==> config.mk <==
export PLATFORM = sky130hd
export DESIGN_NAME = asrx_engine
export DESIGN_NICKNAME = d
export VERILOG_FILES = /design/src/rtl/asrx_pkg.sv /design/src/rtl/asrx_engine.sv
export VERILOG_INCLUDE_DIRS = /design/src /design/src/rtl
export SDC_FILE = /design/constraint.sdc
export NUM_CORES = 2
export LEC_CHECK = 0
export BUFFER_PORTS_ARGS = -buffer_cell sky130_fd_sc_hd__buf_4
export CAP_MARGIN = 0
export CORE_AREA = 10 10 274 303
export DETAILED_ROUTE_END_ITERATION = 8
export DIE_AREA = 0 0 284 313
export MAX_ROUTING_LAYER = met4
export PLACE_DENSITY_LB_ADDON = 0.2
export SLEW_MARGIN = 20
export SYNTH_ARGS = -nofsm -noshare
export SYNTH_HDL_FRONTEND = slang
export SYNTH_SLANG_ARGS = --single-unit
==> constraint.sdc <==
create_clock -name CLK -period 3.7 [get_ports CLK]
set_input_delay 0.37 -clock CLK [delete_from_list [all_inputs] [get_ports CLK]]
set_output_delay 0.37 -clock CLK [all_outputs]
set_load 0.02 [all_outputs]
==> src/rtl/asrx_consts.svh <==
/*
 * Constants of the four-channel serial receive engine: register offsets,
 * field positions, reset values and sizes.
 * Assumes inclusion by bare name from the package and the top module.
 */
`ifndef ASRX_CONSTS_SVH
`define ASRX_CONSTS_SVH

// register offsets (low 3 bits of address, upper bits select channel)
`define ASRX_OFF_OPT1       3'h0
`define ASRX_OFF_OPT3       3'h1
`define ASRX_OFF_BAUD       3'h2
`define ASRX_OFF_TMO        3'h3
`define ASRX_OFF_CMD        3'h4
`define ASRX_OFF_SRE        3'h5
`define ASRX_OFF_DATA       3'h6
`define ASRX_OFF_CNT        3'h7
// global registers at channel field all ones with address bit 2 set + these offsets
`define ASRX_OFF_PRESC      3'h0
`define ASRX_OFF_SVC        3'h1
`define ASRX_OFF_EOS        3'h2

// option one: [1:0] data length-5, [2] parity on, [3] odd, [4] two stops
`define ASRX_LEN_LSB        0
`define ASRX_PAR_EN_BIT     2
`define ASRX_PAR_ODD_BIT    3
`define ASRX_STOP2_BIT      4
`define ASRX_TH_LSB         0
// service enable: [0] rx data, [1] empty fifo timeout
`define ASRX_SRE_RX_BIT     0
`define ASRX_SRE_EMPTY_BIT  1
// command: [0] rx enable, [1] rx disable
`define ASRX_CMD_EN_BIT     0
`define ASRX_CMD_DIS_BIT    1
// status byte bits
`define ASRX_ST_FRAME       8'h01
`define ASRX_ST_PARITY      8'h02
`define ASRX_ST_OVERRUN     8'h04
`define ASRX_ST_TIMEOUT     8'h80

`define ASRX_RST_TH         4'h8
`define ASRX_RST_BAUD       16'h0056
`define ASRX_RST_TMO        8'h10
`define ASRX_RST_PRESC      8'h0A
`define ASRX_FIFO_DEPTH     12
`define ASRX_CHANNELS       4

`endif

==> src/rtl/asrx_pkg.sv <==
/*
 * Types of the serial receive engine.
 * Assumes the constants header sits beside it.
 */
`include "asrx_consts.svh"
package asrx_pkg;
    typedef enum logic [2:0] {
        ASRX_IDLE, ASRX_START, ASRX_DATA, ASRX_PAR, ASRX_STOP
    } asrx_rx_state_t;

    typedef enum logic [1:0] {
        ASRX_SVC_NONE, ASRX_SVC_GOOD, ASRX_SVC_EXC
    } asrx_svc_t;

    typedef struct packed {
        asrx_rx_state_t st;
        logic [15:0]    baud_cnt;
        logic [2:0]     bit_idx;
        logic [7:0]     shreg;
        logic           par_acc;
        logic           prev;
        logic           hold_vld;
        logic [7:0]     hold_data;
        logic [7:0]     hold_stat;
        logic [7:0]     timer;
        logic           tmo_armed;
        logic           empty_armed;
        logic           exc_last;
        logic           fair;
    } asrx_ch_t;
endpackage : asrx_pkg

==> src/rtl/asrx_engine.sv <==
/*
 * Four-channel asynchronous receive engine: start-bit check, bit sampling,
 * framing and parity, a 12-entry receive fifo per channel with exception
 * status entries, a receive timer per channel and a round-robin sequencer
 * posting receive service requests with per-type fairness.
 * Assumes line inputs already synchronous to CLK; the transmit path and
 * modem logic live elsewhere and report their pending needs on TX_NEED and
 * MDM_NEED.
 */
// The placing of the registers and strobed register access were chosen for this implementation.
`timescale 1ns/1ps
`include "asrx_consts.svh"

// What this block does
// - one shared format, own baud per direction
// - three aggregate request outputs rx tx modem
// - sequencer scans channels round robin
// - no repeat request before others posted
// - twelve fifo entries plus holding and shift
// - second fill level drives DTR low
// - start, 5-8 data, parity, stop bits
// - half-bit resample validates start bit
// - sample each full bit time
// - parity check then stop; missing marks framing
// - clean char direct; errored with status
// - good count tracks clean characters buffered
// - four-bit threshold 1 to 12
// - unread service reposts at next turn
// - below threshold clean data waits for timeout
// - reload timer on entry or emptying
// - timer decrements per prescaler tick
// - timeout requests need receive enable
// - stale data posts clean request unless exception at head
// - empty timeout posts exception if enabled
// - empty timeout only first expiry
// - no empty timer after exception removal
// - exception stores status then character
module asrx_engine
    import asrx_pkg::*;
#(
    parameter int NCH   = `ASRX_CHANNELS,
    parameter int DEPTH = `ASRX_FIFO_DEPTH
) (
    input  wire logic             CLK,
    input  wire logic             RESETN,
    input  wire logic [NCH-1:0]   RXD,
    input  wire logic [NCH-1:0]   TX_NEED,
    input  wire logic [NCH-1:0]   MDM_NEED,
    input  wire logic [4:0]       ADDR,
    input  wire logic [7:0]       WDATA,
    input  wire logic             WR,
    input  wire logic             RD,
    output logic      [7:0]       RDATA,
    output logic                  SVC_RX,
    output logic                  SVC_TX,
    output logic                  SVC_MDM,
    output logic      [NCH-1:0]   DTR
);
    initial begin
        if (NCH != 4 || DEPTH < 2 || DEPTH > 15)
            $error("asrx_engine: unsupported NCH or DEPTH");
    end

    localparam int PW = $clog2(DEPTH);
    localparam logic [PW:0] DEPTH_C = (PW+1)'(DEPTH);

    // ***************************************************************
    // configuration registers
    // ***************************************************************
    logic [4:0]  opt1_ff   [NCH];
    logic [3:0]  th_ff     [NCH];
    logic [3:0]  dtr_th_ff [NCH];
    logic [15:0] baud_ff   [NCH];
    logic [7:0]  tmo_ff    [NCH];
    logic [1:0]  sre_ff    [NCH];
    logic        en_ff     [NCH];
    logic [7:0]  presc_ff;
    logic [7:0]  presc_cnt_ff;
    logic        tick_ff;
    logic [7:0]  rdata_ff;

    // ***************************************************************
    // fifo and channel state
    // ***************************************************************
    logic [8:0]  mem_ff    [NCH][DEPTH];
    logic [PW-1:0] wp_ff   [NCH];
    logic [PW-1:0] rp_ff   [NCH];
    logic [PW:0] lvl_ff    [NCH];
    logic [PW:0] good_ff   [NCH];
    asrx_ch_t    ch_ff     [NCH];
    asrx_ch_t    nxt_ch    [NCH];
    logic [NCH-1:0] need_rx;
    logic [NCH-1:0] exc_head;
    logic [NCH-1:0] exc_need;
    logic [NCH-1:0] pend_ff;
    logic [NCH-1:0] push_ok;
    logic [NCH-1:0] pop;
    logic [NCH-1:0] drop_ex;

    // sequencer
    logic [1:0]  scan_ff;
    logic        act_ff;
    logic [1:0]  act_ch_ff;
    asrx_svc_t   act_typ_ff;
    logic [PW:0] act_reads_ff;
    logic        svc_rx_ff;
    logic        svc_tx_ff;
    logic        svc_mdm_ff;
    logic [NCH-1:0] dtr_ff;
    logic [NCH-1:0] tx_fair_ff;
    logic [NCH-1:0] mdm_fair_ff;

    // channel three keeps offsets 0-3; its upper half is the global page
    wire is_glob = (ADDR[4:3] == 2'h3) & ADDR[2];
    wire [2:0] goff = {1'b0, ADDR[1:0]};
    wire [1:0] sel = ADDR[4:3];
    wire data_rd = RD & !is_glob & (ADDR[2:0] == `ASRX_OFF_DATA);
    wire eos_wr  = WR & is_glob & (goff == `ASRX_OFF_EOS);

    // ***************************************************************
    // prescaler
    // ***************************************************************
    always_ff @(posedge CLK or negedge RESETN) begin
        if (!RESETN) begin
            presc_cnt_ff <= 8'h00;
            tick_ff      <= 1'b0;
        end else if (presc_cnt_ff >= presc_ff) begin
            presc_cnt_ff <= 8'h00;
            tick_ff      <= 1'b1;
        end else begin
            presc_cnt_ff <= presc_cnt_ff + 8'h01;
            tick_ff      <= 1'b0;
        end
    end

    // ***************************************************************
    // per-channel receiver, timer and fifo
    // ***************************************************************
    for (genvar c = 0; c < NCH; c++) begin : g_ch
        wire [15:0] half = {1'b0, baud_ff[c][15:1]};
        wire [2:0]  last_bit = {1'b0, opt1_ff[c][1:0]} + 3'h4;
        wire        empty = (lvl_ff[c] == '0);
        wire        rx_en = sre_ff[c][`ASRX_SRE_RX_BIT];
        wire        mine  = act_ff && (act_ch_ff == 2'(c));
        logic       expire;
        logic [8:0] head;
        assign head = mem_ff[c][rp_ff[c]];
        assign exc_head[c] = head[8] && !empty;
        // exception pair needs two slots; a clean char one
        assign push_ok[c] = ch_ff[c].hold_vld &&
            ((ch_ff[c].hold_stat == 8'h00) ?
             (lvl_ff[c] < DEPTH_C) : (lvl_ff[c] + 1'b1 < DEPTH_C));
        // host reads and end-of-exception flush
        assign pop[c] = (data_rd && sel == 2'(c) && !empty) ||
                        (drop_ex[c] && !empty);
        assign drop_ex[c] = eos_wr && mine && act_typ_ff == ASRX_SVC_EXC &&
                            act_reads_ff < 2 && !empty && head[8];
        assign expire = tick_ff && ch_ff[c].tmo_armed &&
                        ch_ff[c].timer == 8'h00;

        always_comb begin
            nxt_ch[c] = ch_ff[c];
            nxt_ch[c].prev = RXD[c];
            if (ch_ff[c].baud_cnt != 16'h0000)
                nxt_ch[c].baud_cnt = ch_ff[c].baud_cnt - 16'h0001;
            case (ch_ff[c].st)
                ASRX_IDLE: begin
                    if (en_ff[c] && ch_ff[c].prev && !RXD[c]) begin
                        nxt_ch[c].st = ASRX_START;
                        nxt_ch[c].baud_cnt = half;
                    end
                end
                ASRX_START: if (ch_ff[c].baud_cnt == 16'h0000) begin
                    if (RXD[c]) nxt_ch[c].st = ASRX_IDLE;
                    else begin
                        nxt_ch[c].st = ASRX_DATA;
                        nxt_ch[c].baud_cnt = baud_ff[c];
                        nxt_ch[c].bit_idx = 3'h0;
                        nxt_ch[c].shreg = 8'h00;
                        nxt_ch[c].par_acc = opt1_ff[c][`ASRX_PAR_ODD_BIT];
                    end
                end
                ASRX_DATA: if (ch_ff[c].baud_cnt == 16'h0000) begin
                    nxt_ch[c].shreg[ch_ff[c].bit_idx] = RXD[c];
                    nxt_ch[c].par_acc = ch_ff[c].par_acc ^ RXD[c];
                    nxt_ch[c].bit_idx = ch_ff[c].bit_idx + 3'h1;
                    nxt_ch[c].baud_cnt = baud_ff[c];
                    if (ch_ff[c].bit_idx == last_bit)
                        nxt_ch[c].st = opt1_ff[c][`ASRX_PAR_EN_BIT] ?
                                       ASRX_PAR : ASRX_STOP;
                end
                ASRX_PAR: if (ch_ff[c].baud_cnt == 16'h0000) begin
                    nxt_ch[c].par_acc = ch_ff[c].par_acc ^ RXD[c];
                    nxt_ch[c].baud_cnt = baud_ff[c];
                    nxt_ch[c].st = ASRX_STOP;
                end
                ASRX_STOP: if (ch_ff[c].baud_cnt == 16'h0000) begin
                    // shift register hands over to the holding stage
                    nxt_ch[c].st = ASRX_IDLE;
                    nxt_ch[c].hold_data = ch_ff[c].shreg;
                    nxt_ch[c].hold_stat =
                        (RXD[c] ? 8'h00 : `ASRX_ST_FRAME) |
                        ((opt1_ff[c][`ASRX_PAR_EN_BIT] &&
                          ch_ff[c].par_acc) ? `ASRX_ST_PARITY : 8'h00);
                    if (ch_ff[c].hold_vld)
                        nxt_ch[c].hold_stat = nxt_ch[c].hold_stat |
                                              `ASRX_ST_OVERRUN;
                    nxt_ch[c].hold_vld = 1'b1;
                end
                default: nxt_ch[c].st = ASRX_IDLE;
            endcase
            // holding stage drains into fifo; if fifo full, the next
            // character overwrites it and carries an overrun mark
            if (push_ok[c] && !(ch_ff[c].st == ASRX_STOP &&
                               ch_ff[c].baud_cnt == 16'h0000))
                nxt_ch[c].hold_vld = 1'b0;
            if (!en_ff[c]) begin
                nxt_ch[c].st = ASRX_IDLE;
                nxt_ch[c].hold_vld = 1'b0;
            end
            // receive timer
            if (tick_ff && ch_ff[c].tmo_armed && ch_ff[c].timer != 8'h00)
                nxt_ch[c].timer = ch_ff[c].timer - 8'h01;
            if (expire) begin
                nxt_ch[c].tmo_armed = 1'b0;
                if (empty && rx_en && ch_ff[c].empty_armed &&
                    sre_ff[c][`ASRX_SRE_EMPTY_BIT])
                    nxt_ch[c].empty_armed = 1'b0;
            end
            if (pop[c]) nxt_ch[c].exc_last = head[8] && !drop_ex[c] ?
                                             1'b1 : head[8];
            if (pop[c] && lvl_ff[c] == 1) begin
                nxt_ch[c].timer = tmo_ff[c];
                nxt_ch[c].tmo_armed = !head[8];
                nxt_ch[c].empty_armed = !head[8];
            end
            if (push_ok[c]) begin
                nxt_ch[c].timer = tmo_ff[c];
                nxt_ch[c].tmo_armed = 1'b1;
                nxt_ch[c].empty_armed = 1'b0;
            end
        end

        // service needs: stale/threshold clean data, exception at head,
        // or a pending empty-fifo time-out; set wins over clear
        always_ff @(posedge CLK or negedge RESETN) begin
            if (!RESETN) pend_ff[c] <= 1'b0;
            else if (expire && rx_en && !empty && !exc_head[c])
                pend_ff[c] <= 1'b1;
            else if (mine && eos_wr && act_typ_ff == ASRX_SVC_GOOD &&
                     act_reads_ff == '0 && good_ff[c] != '0)
                pend_ff[c] <= 1'b1;
            else if (mine && eos_wr) pend_ff[c] <= 1'b0;
        end
        logic empty_evt_ff;
        always_ff @(posedge CLK or negedge RESETN) begin
            if (!RESETN) empty_evt_ff <= 1'b0;
            else if (expire && empty && rx_en && ch_ff[c].empty_armed &&
                     sre_ff[c][`ASRX_SRE_EMPTY_BIT])
                empty_evt_ff <= 1'b1;
            else if (mine && eos_wr && act_typ_ff == ASRX_SVC_EXC)
                empty_evt_ff <= 1'b0;
        end
        assign exc_need[c] = exc_head[c] || empty_evt_ff;
        // request at or above threshold, on pending, exception or empty-timeout needs, or clean data behind exceptions
        assign need_rx[c] = rx_en && en_ff[c] &&
            ((good_ff[c] >= (PW+1)'(th_ff[c])) || pend_ff[c] ||
             (exc_head[c] && !empty) || empty_evt_ff ||
             (good_ff[c] != '0 && lvl_ff[c] != good_ff[c]));

        always_ff @(posedge CLK or negedge RESETN) begin
            if (!RESETN) begin
                ch_ff[c] <= '0;
                ch_ff[c].prev <= 1'b1;
                wp_ff[c] <= '0;
                rp_ff[c] <= '0;
                lvl_ff[c] <= '0;
                good_ff[c] <= '0;
                dtr_ff[c] <= 1'b1;
            end else begin
                ch_ff[c] <= nxt_ch[c];
                if (push_ok[c]) begin
                    if (ch_ff[c].hold_stat == 8'h00) begin
                        mem_ff[c][wp_ff[c]] <= {1'b0, ch_ff[c].hold_data};
                        wp_ff[c] <= (wp_ff[c] == PW'(DEPTH-1)) ? '0 :
                                    wp_ff[c] + 1'b1;
                    end else begin
                        mem_ff[c][wp_ff[c]] <= {1'b1, ch_ff[c].hold_stat};
                        mem_ff[c][(wp_ff[c] == PW'(DEPTH-1)) ? '0 :
                                  wp_ff[c] + 1'b1] <=
                            {1'b1, ch_ff[c].hold_data};
                        wp_ff[c] <= PW'((32'(wp_ff[c]) + 2) % DEPTH);
                    end
                end
                if (pop[c])
                    rp_ff[c] <= (rp_ff[c] == PW'(DEPTH-1)) ? '0 :
                                rp_ff[c] + 1'b1;
                lvl_ff[c] <= lvl_ff[c]
                    + (push_ok[c] ? ((ch_ff[c].hold_stat == 8'h00) ?
                        (PW+1)'(1) : (PW+1)'(2)) : '0)
                    - (pop[c] ? (PW+1)'(1) : '0);
                good_ff[c] <= good_ff[c]
                    + ((push_ok[c] && ch_ff[c].hold_stat == 8'h00) ?
                        (PW+1)'(1) : '0)
                    - ((pop[c] && !head[8]) ? (PW+1)'(1) : '0);
                // deassert DTR at the second fill level
                dtr_ff[c] <= !(dtr_th_ff[c] != 4'h0 &&
                               lvl_ff[c] >= (PW+1)'(dtr_th_ff[c]));
            end
        end
    end

    // ***************************************************************
    // sequencer: one channel per cycle, fairness per type
    // ***************************************************************
    logic [NCH-1:0] rx_fair_ff;
    wire [NCH-1:0] tx_cand  = TX_NEED & ~tx_fair_ff;
    wire [NCH-1:0] mdm_cand = MDM_NEED & ~mdm_fair_ff;
    wire [NCH-1:0] rx_cand  = need_rx & ~rx_fair_ff;
    always_ff @(posedge CLK or negedge RESETN) begin
        if (!RESETN) begin
            scan_ff <= 2'h0;
            act_ff <= 1'b0;
            act_ch_ff <= 2'h0;
            act_typ_ff <= ASRX_SVC_NONE;
            act_reads_ff <= '0;
            svc_rx_ff <= 1'b0;
            svc_tx_ff <= 1'b0;
            svc_mdm_ff <= 1'b0;
            rx_fair_ff <= '0;
            tx_fair_ff <= '0;
            mdm_fair_ff <= '0;
        end else begin
            scan_ff <= scan_ff + 2'h1;
            // a type whose channels have all had their turn starts fresh
            if ((need_rx & ~rx_fair_ff) == '0) rx_fair_ff <= '0;
            if (tx_cand == '0) tx_fair_ff <= '0;
            if (mdm_cand == '0) mdm_fair_ff <= '0;
            svc_tx_ff <= tx_cand != '0 || TX_NEED != '0;
            svc_mdm_ff <= mdm_cand != '0 || MDM_NEED != '0;
            if (tx_cand[scan_ff]) tx_fair_ff[scan_ff] <= 1'b1;
            if (mdm_cand[scan_ff]) mdm_fair_ff[scan_ff] <= 1'b1;
            if (!act_ff && rx_cand[scan_ff]) begin
                act_ff <= 1'b1;
                act_ch_ff <= scan_ff;
                act_typ_ff <= exc_need[scan_ff] ? ASRX_SVC_EXC :
                              ASRX_SVC_GOOD;
                act_reads_ff <= '0;
                svc_rx_ff <= 1'b1;
                rx_fair_ff[scan_ff] <= 1'b1;
            end else if (act_ff && eos_wr) begin
                act_ff <= 1'b0;
                svc_rx_ff <= 1'b0;
            end else if (act_ff && data_rd && sel == act_ch_ff) begin
                act_reads_ff <= act_reads_ff + 1'b1;
            end
        end
    end

    // ***************************************************************
    // register port
    // ***************************************************************
    always_ff @(posedge CLK or negedge RESETN) begin
        if (!RESETN) begin
            for (int i = 0; i < NCH; i++) begin
                opt1_ff[i] <= 5'h03;
                th_ff[i] <= `ASRX_RST_TH;
                dtr_th_ff[i] <= 4'h0;
                baud_ff[i] <= `ASRX_RST_BAUD;
                tmo_ff[i] <= `ASRX_RST_TMO;
                sre_ff[i] <= 2'h0;
                en_ff[i] <= 1'b0;
            end
            presc_ff <= `ASRX_RST_PRESC;
            rdata_ff <= 8'h00;
        end else begin
            if (WR && is_glob && goff == `ASRX_OFF_PRESC)
                presc_ff <= WDATA;
            else if (WR && !is_glob) begin
                case (ADDR[2:0])
                    `ASRX_OFF_OPT1: opt1_ff[sel] <= WDATA[4:0];
                    `ASRX_OFF_OPT3: begin
                        if (WDATA[3:0] != 4'h0 && WDATA[3:0] <= 4'hC)
                            th_ff[sel] <= WDATA[3:0];
                        dtr_th_ff[sel] <= WDATA[7:4];
                    end
                    `ASRX_OFF_BAUD: baud_ff[sel] <= {WDATA, 8'h00} |
                                                    16'h00FF;
                    `ASRX_OFF_TMO: tmo_ff[sel] <= WDATA;
                    `ASRX_OFF_CMD: begin
                        if (WDATA[`ASRX_CMD_EN_BIT]) en_ff[sel] <= 1'b1;
                        if (WDATA[`ASRX_CMD_DIS_BIT]) en_ff[sel] <= 1'b0;
                    end
                    `ASRX_OFF_SRE: sre_ff[sel] <= WDATA[1:0];
                    default: ;
                endcase
            end
            rdata_ff <= 8'h00;
            if (RD && is_glob) begin
                case (goff)
                    `ASRX_OFF_PRESC: rdata_ff <= presc_ff;
                    `ASRX_OFF_SVC: rdata_ff <= {3'h0, act_ch_ff,
                        svc_mdm_ff, svc_tx_ff, svc_rx_ff};
                    default: rdata_ff <= 8'h00;
                endcase
            end else if (RD) begin
                case (ADDR[2:0])
                    `ASRX_OFF_OPT1: rdata_ff <= {3'h0, opt1_ff[sel]};
                    `ASRX_OFF_OPT3: rdata_ff <= {dtr_th_ff[sel], th_ff[sel]};
                    `ASRX_OFF_BAUD: rdata_ff <= baud_ff[sel][15:8];
                    `ASRX_OFF_TMO: rdata_ff <= tmo_ff[sel];
                    `ASRX_OFF_CMD: rdata_ff <= {7'h00, en_ff[sel]};
                    `ASRX_OFF_SRE: rdata_ff <= {6'h00, sre_ff[sel]};
                    `ASRX_OFF_DATA: rdata_ff <= lvl_ff[sel] == '0 ?
                        `ASRX_ST_TIMEOUT : mem_ff[sel][rp_ff[sel]][7:0];
                    `ASRX_OFF_CNT: rdata_ff <= 8'(good_ff[sel]);
                    default: rdata_ff <= 8'h00;
                endcase
            end
        end
    end

    assign RDATA   = rdata_ff;
    assign SVC_RX  = svc_rx_ff;
    assign SVC_TX  = svc_tx_ff;
    assign SVC_MDM = svc_mdm_ff;
    assign DTR     = dtr_ff;
endmodule : asrx_engine

Word level (Yosys, flattened, before mapping) --
Memory sizes are Yosys's and may differ from the RTL's. Index checks and enable logic that the tools add are counted.
Cells by class: $add $sub $neg 51, divide/modulo/power cells 4, $lt $le $gt $ge 52, equal/unequal tests 103, muxes and demuxes 1185, bitwise logic cells 904, reductions and logical operators 355
Operators with widths (count):
- 2-to-1 mux 108 bit | 12
- 2-to-1 mux 1 bit | 951
- OR 1 bit | 864
- demux 9 bit (select 4 bit) | 8
- one-hot mux 16 bit (4 select lines) | 4
- 2-to-1 mux 31 bit | 8
- logical AND 1 bit | 191
- binary-select mux 9 bit (select 4 bit) | 5
- 2-to-1 mux 19 bit | 8
- 2-to-1 mux 9 bit | 16
- 2-to-1 mux 17 bit | 8
- remainder unit 32 x 4 -> 32 bit (second input constant) | 4
- 2-to-1 mux 4 bit | 30
- 2-to-1 mux 16 bit | 7
- 2-to-1 mux 28 bit | 4
- 2-to-1 mux 8 bit | 13
- one-hot mux 11 bit (2 select lines) | 4
- 2-to-1 mux 10 bit | 8
- inequality test 3 bit (second input constant) | 24
- greater-or-equal comparator 5 bit (second input constant) | 13
- NOT 4 -> 5 bit | 13
- bitwise mux 64 bit | 1
- logical NOT 16 bit | 4
- logical NOT 8 bit | 8
- other kinds (85) | 446
Word-level totals: bits in registers 531, bits in writable memories 432, input bits 29, output and inout port bits 15, memories 1
Memory list:
- mem_ff | words 4, bits a word 108, rd ports 5, clocked after memory_dff 0, wr ports 4, RTL line asrx_engine.sv:85 | logic [8:0] mem_ff [NCH][DEPTH];

Logic depth before layout (Yosys ltp) --
depth after elaboration 16, mapped depth 20, gate-level depth less buffers 18

Worst setup path after synthesis --
OpenSTA, ideal clock, no wires.
path kind reg-to-reg, from register rp_ff[12] (netlist bit), to register good_ff[19] (netlist bit), setup time 125 ps, arrival time 3231 ps, setup slack 344 ps, stages on the path, launching flop included 19, path through dfrtp_1 -> buf_6 -> mux2_1 -> or3_1 -> a32o_2 -> a32oi_1 -> or2_1 -> buf_2 -> nor2_1 -> ha_1 -> inv_1 -> ha_1 -> inv_1 -> fa_1 -> inv_1 -> a21oi_1 -> nor2_1 -> nor2_1 -> xnor2_1
On the way: word-level cells in the longest chain between the ends 10, elaborated cells between the ends (all ways) 11
RTL lines:
- from (decl) | RTL line asrx_engine.sv:87 | logic [PW-1:0] rp_ff [NCH];
- from (signal, indexed assignment) | RTL line asrx_engine.sv:296 | rp_ff[c] <= (rp_ff[c] == PW'(DEPTH-1)) ? '0 :
- NOT 4 -> 5 bit (not written as such) * | RTL line asrx_engine.sv:147 | assign head = mem_ff[c][rp_ff[c]];
- binary-select mux 9 bit (select 4 bit) * | RTL line asrx_engine.sv:147
- 2-to-1 mux 9 bit (not written as such) * (2 in series) | RTL line asrx_engine.sv:147
- logical AND 1 bit | RTL line asrx_engine.sv:157 | act_reads_ff < 2 && !empty && head[8];
- logical AND 1 bit | RTL line asrx_engine.sv:155 | (drop_ex[c] && !empty);
- logical OR 1 bit | RTL line asrx_engine.sv:154 | assign pop[c] = (data_rd && sel == 2'(c) && !empty) ||
- logical AND 1 bit * | RTL line asrx_engine.sv:305 | - ((pop[c] && !head[8]) ? (PW+1)'(1) : '0);
- 2-to-1 mux 1 bit * | RTL line asrx_engine.sv:305
- subtractor 5 x 1 -> 5 bit * | RTL line asrx_engine.sv:305
- to (signal, indexed assignment) | RTL line asrx_engine.sv:302 | good_ff[c] <= good_ff[c]
- to (decl) | RTL line asrx_engine.sv:89 | logic [PW:0] good_ff [NCH];
Mark *: on every way between the ends. The rest lies on a longest branch, timed or not. The select of a mux whose other input is x is not followed. A chain may end at the register's enable or synchronous reset.

==> results.md <==
* CP endpoint kind: register
* Fraction of registers with async set or reset after synthesis at 0.5237
* Pin count of the biggest net entering global routing at 137
* Unrepaired setup endpoints after global routing: no
* DRT antenna net count at 0
* DR vias/cell at 6.676
* Via Count at 35,800
* DR iter-0 viols at 5,073
* Minimum clock period at 3.541 ns
* Final wirelength at 147,900 um
* Status: completed
* Final #Nets at 4,429
* Layout cells sized above 1 at 0.2047
* Mapped Area at 48,670 sq um
* Rel. slew slack at 0.1328
* Largest family of logic cells by synthesized area: multiplexers
* Post-synthesis sequential area ratio at 0.5090
* Peak Freq at 0.2824 GHz
* Router iterations before antenna repair at 6
* Clk_skew at 0.03126 ns
* Global-route wire length before repair at 220,400 um
* Simple-Gate Fraction of Synth Area at 0.1383
* Tcrit/Tclk final at 0.9570
* Cells after Synth at 4,186
* Post-synthesis compound-gate area fraction at 0.09055
* Die footprint at 88,890 sq um
* Multi-input logic area at 22,260 sq um
* Setup bufs post-CTS at 0
* Core Util, Final at 0.7015
* Total gr overflow at 0
* GRT Total Usage at 0.3389
* Top-level I/O count at 44
* Synthesized area per cell at 11.63 sq um
* Required @ worst endpoint at 4.12 ns
* CTS clk-pin slew, worst paths at 0.06 ns
* Post-synth EDFFs at 420
* H-tree levels at 3
* Final Max Tran Viols at 0
* Setup TNS at 0 ns
* Portion of netlist area occupied by mux cells at 0.1574
* Hold Path Class: input port to register
* Yosys warns at 0
* CTS tree: yes
* Distinct cells, synth at 89
* Core area at 76,710 sq um
* CP startpoint kind: register
* Prevailing post-synth register cell: dfrtp_1
* Fillcell total at 5,429
* Worst-skew pair later-pin latency at 0.68 ns
* Clk sinks at 907
* CTS Buffer Depth at 3
* Max VDD drop at 534.3 uV
* Cell area power density at 515.4 nW/um^2
* Synthesis-to-layout area growth at 10.58%
* Tot Pwr at 0.02774 W
* Initial antenna violation count at 14
* Vias in the first global route at 34,670
* Worst Path Max Fanout at 11
* Least-Margin Pin Slew at 1.301 ns
* PortBufs at 43
* Yosys reg bits at 907
* Worst Path Arrival at 3.96 ns
* Post-DP HPWL at 102,600 um
* Final Hold Slack at 0.05406 ns
* Wirelength per Cell at 27.58 um
* Final Hold Viols at 0
* Die Y at 313 um
* Final setup viols at 0
* Rows at 107
* Syn nets at 4,382
* Post-synthesis xor/xnor area fraction at 0.02628
* Die X at 284 um
* DRC at 0
* Initial Utilization at 0.6344
* Adder-cell share of the synthesized area at 0.04417
* RePlAce Congestion at 1.008
* MaxCap Viol Count at 0
* FF+latch area at 24,770 sq um
* Num CTS Buffers at 94
* Root Buffer: clkbuf_16
* Crit path kind: register to register
* Leakage at 20.63 nW
[flip-flops by register name, summed over array words and instances (netlist names), 8 cells and up]
register / cells
mem_ff: 432
presc_cnt_ff: 8
lvl_ff: 20
RDATA: 8
opt1_ff: 20
dtr_th_ff: 16
ch_ff: 216
presc_ff: 8
wp_ff: 16
good_ff: 20
baud_ff: 36
tmo_ff: 32
th_ff: 16
rp_ff: 16
[synthesized netlist by cell type (26+ instances only)]
cell type  count  share of area
xnor2_1       81          0.015
and2_1       192          0.025
nand3_1      114          0.012
dfrtp_1      449           0.23
ha_1         159          0.041
o21bai_1      30         0.0046
buf_2         39         0.0040
mux2_2       349          0.081
a21oi_1      176          0.018
o211ai_1      29         0.0045
nor2b_1      113          0.015
inv_1        181          0.014
a22oi_1       42         0.0065
and3_1        27         0.0035
nand4_1       55         0.0071
nand2_1      345          0.027
mux4_2       143          0.066
xor2_1        65          0.012
clkbuf_1     182          0.014
nor2_1       207          0.016
edfxtp_1     420           0.26
mux2i_1       44         0.0090
nor4_1        33         0.0042
nor3_1        64         0.0066
nand2b_1      46         0.0059
dfstp_2       26          0.014
o21ai_0      202          0.021
[timing repair]
item	4_1_cts	5_1_grt
hold endpoints to repair	13	0
hold buffers	9	0
gates resized for setup	0	3
setup endpoints to repair	0	5
[layout make-up]
type	count	share of cell area
sequential	907	0.4603
multi-input combinational	2857	0.4135
clock buffer	145	0.05201
timing repair buffer	189	0.02806
tap	1035	0.02406
inverter	184	0.01283
clock inverter	32	0.008556
antenna	13	0.0006045
[kinds of logic after synthesis]
logic type | count (synthesis)
compound gates | 697
xor+xnor | 146
fa+ha+maj | 167
buf+inv | 422
flops | 907
mux | 542
other cells | 1
simple gates | 1304
[metrics by stage]
stage	cells	cell area, sq um	worst slack [ns]
floorplan	4186	48670	0.3442
global placement	5163	50410	0.2132
detailed placement	5163	50410	0.1972
CTS	5349	53760	0.1999
global route	5352	53790	0.01167
finish	5362	53820	0.1591
[layout by cell type (no fill, tap or decap), types with 81 or more instances in the layout]
cell / count
dfrtp_1: 448
edfxtp_1: 420
mux2_2: 349
nand2_1: 345
nor2_1: 207
o21ai_0: 201
and2_1: 192
inv_1: 181
a21oi_1: 176
buf_4: 173
ha_1: 159
mux4_2: 143
nand3_1: 114
nor2b_1: 113
clkbuf_16: 98
xnor2_1: 81
[layer usage]
layer	track usage	share of wire	up-vias
li1	-	-	15400
met4	0.1514	0.051	0
met2	0.4821	0.43	2224
met1	0.4548	0.38	17780
met3	0.08996	0.13	386
met5	-	0	-
[worst paths after layout]
check	start	to	slack (ns)	depth (start not counted)
min in group asynchronous	RESETN	wp_ff[12]	0.17	2
hold reg to reg	sre_ff[1]	sre_ff[1]	0.46	0
setup / recovery	ch_ff[135]	mem_ff[1][91]	0.16	7
setup reg to reg	ch_ff[135]	mem_ff[1][91]	0.16	7
max in group asynchronous	RESETN	ch_ff[169]	1.56	4
hold / removal	RD	RDATA[7]	0.05	2
[power breakdown]
group	total (W)	switching, W	leakage [nW]	internal [W]
registers	0.0129	0.00143	9.02	0.0114
logic	0.00477	0.00255	10.0	0.00222
clock network	0.0101	0.00412	1.59	0.00597
total	0.0277	0.00810	20.6	0.0196
[worst max-delay path, stage by stage (launching register included)]
cell	delay (ns)
dfrtp_1	0.37
or3_1	0.57
a211oi_1	0.32
a31oi_1	0.10
nor2b_1	0.28
and3_1	0.66
nand4_1	0.55
mux2_2	0.44
Power figures use the tool's default switching activity.
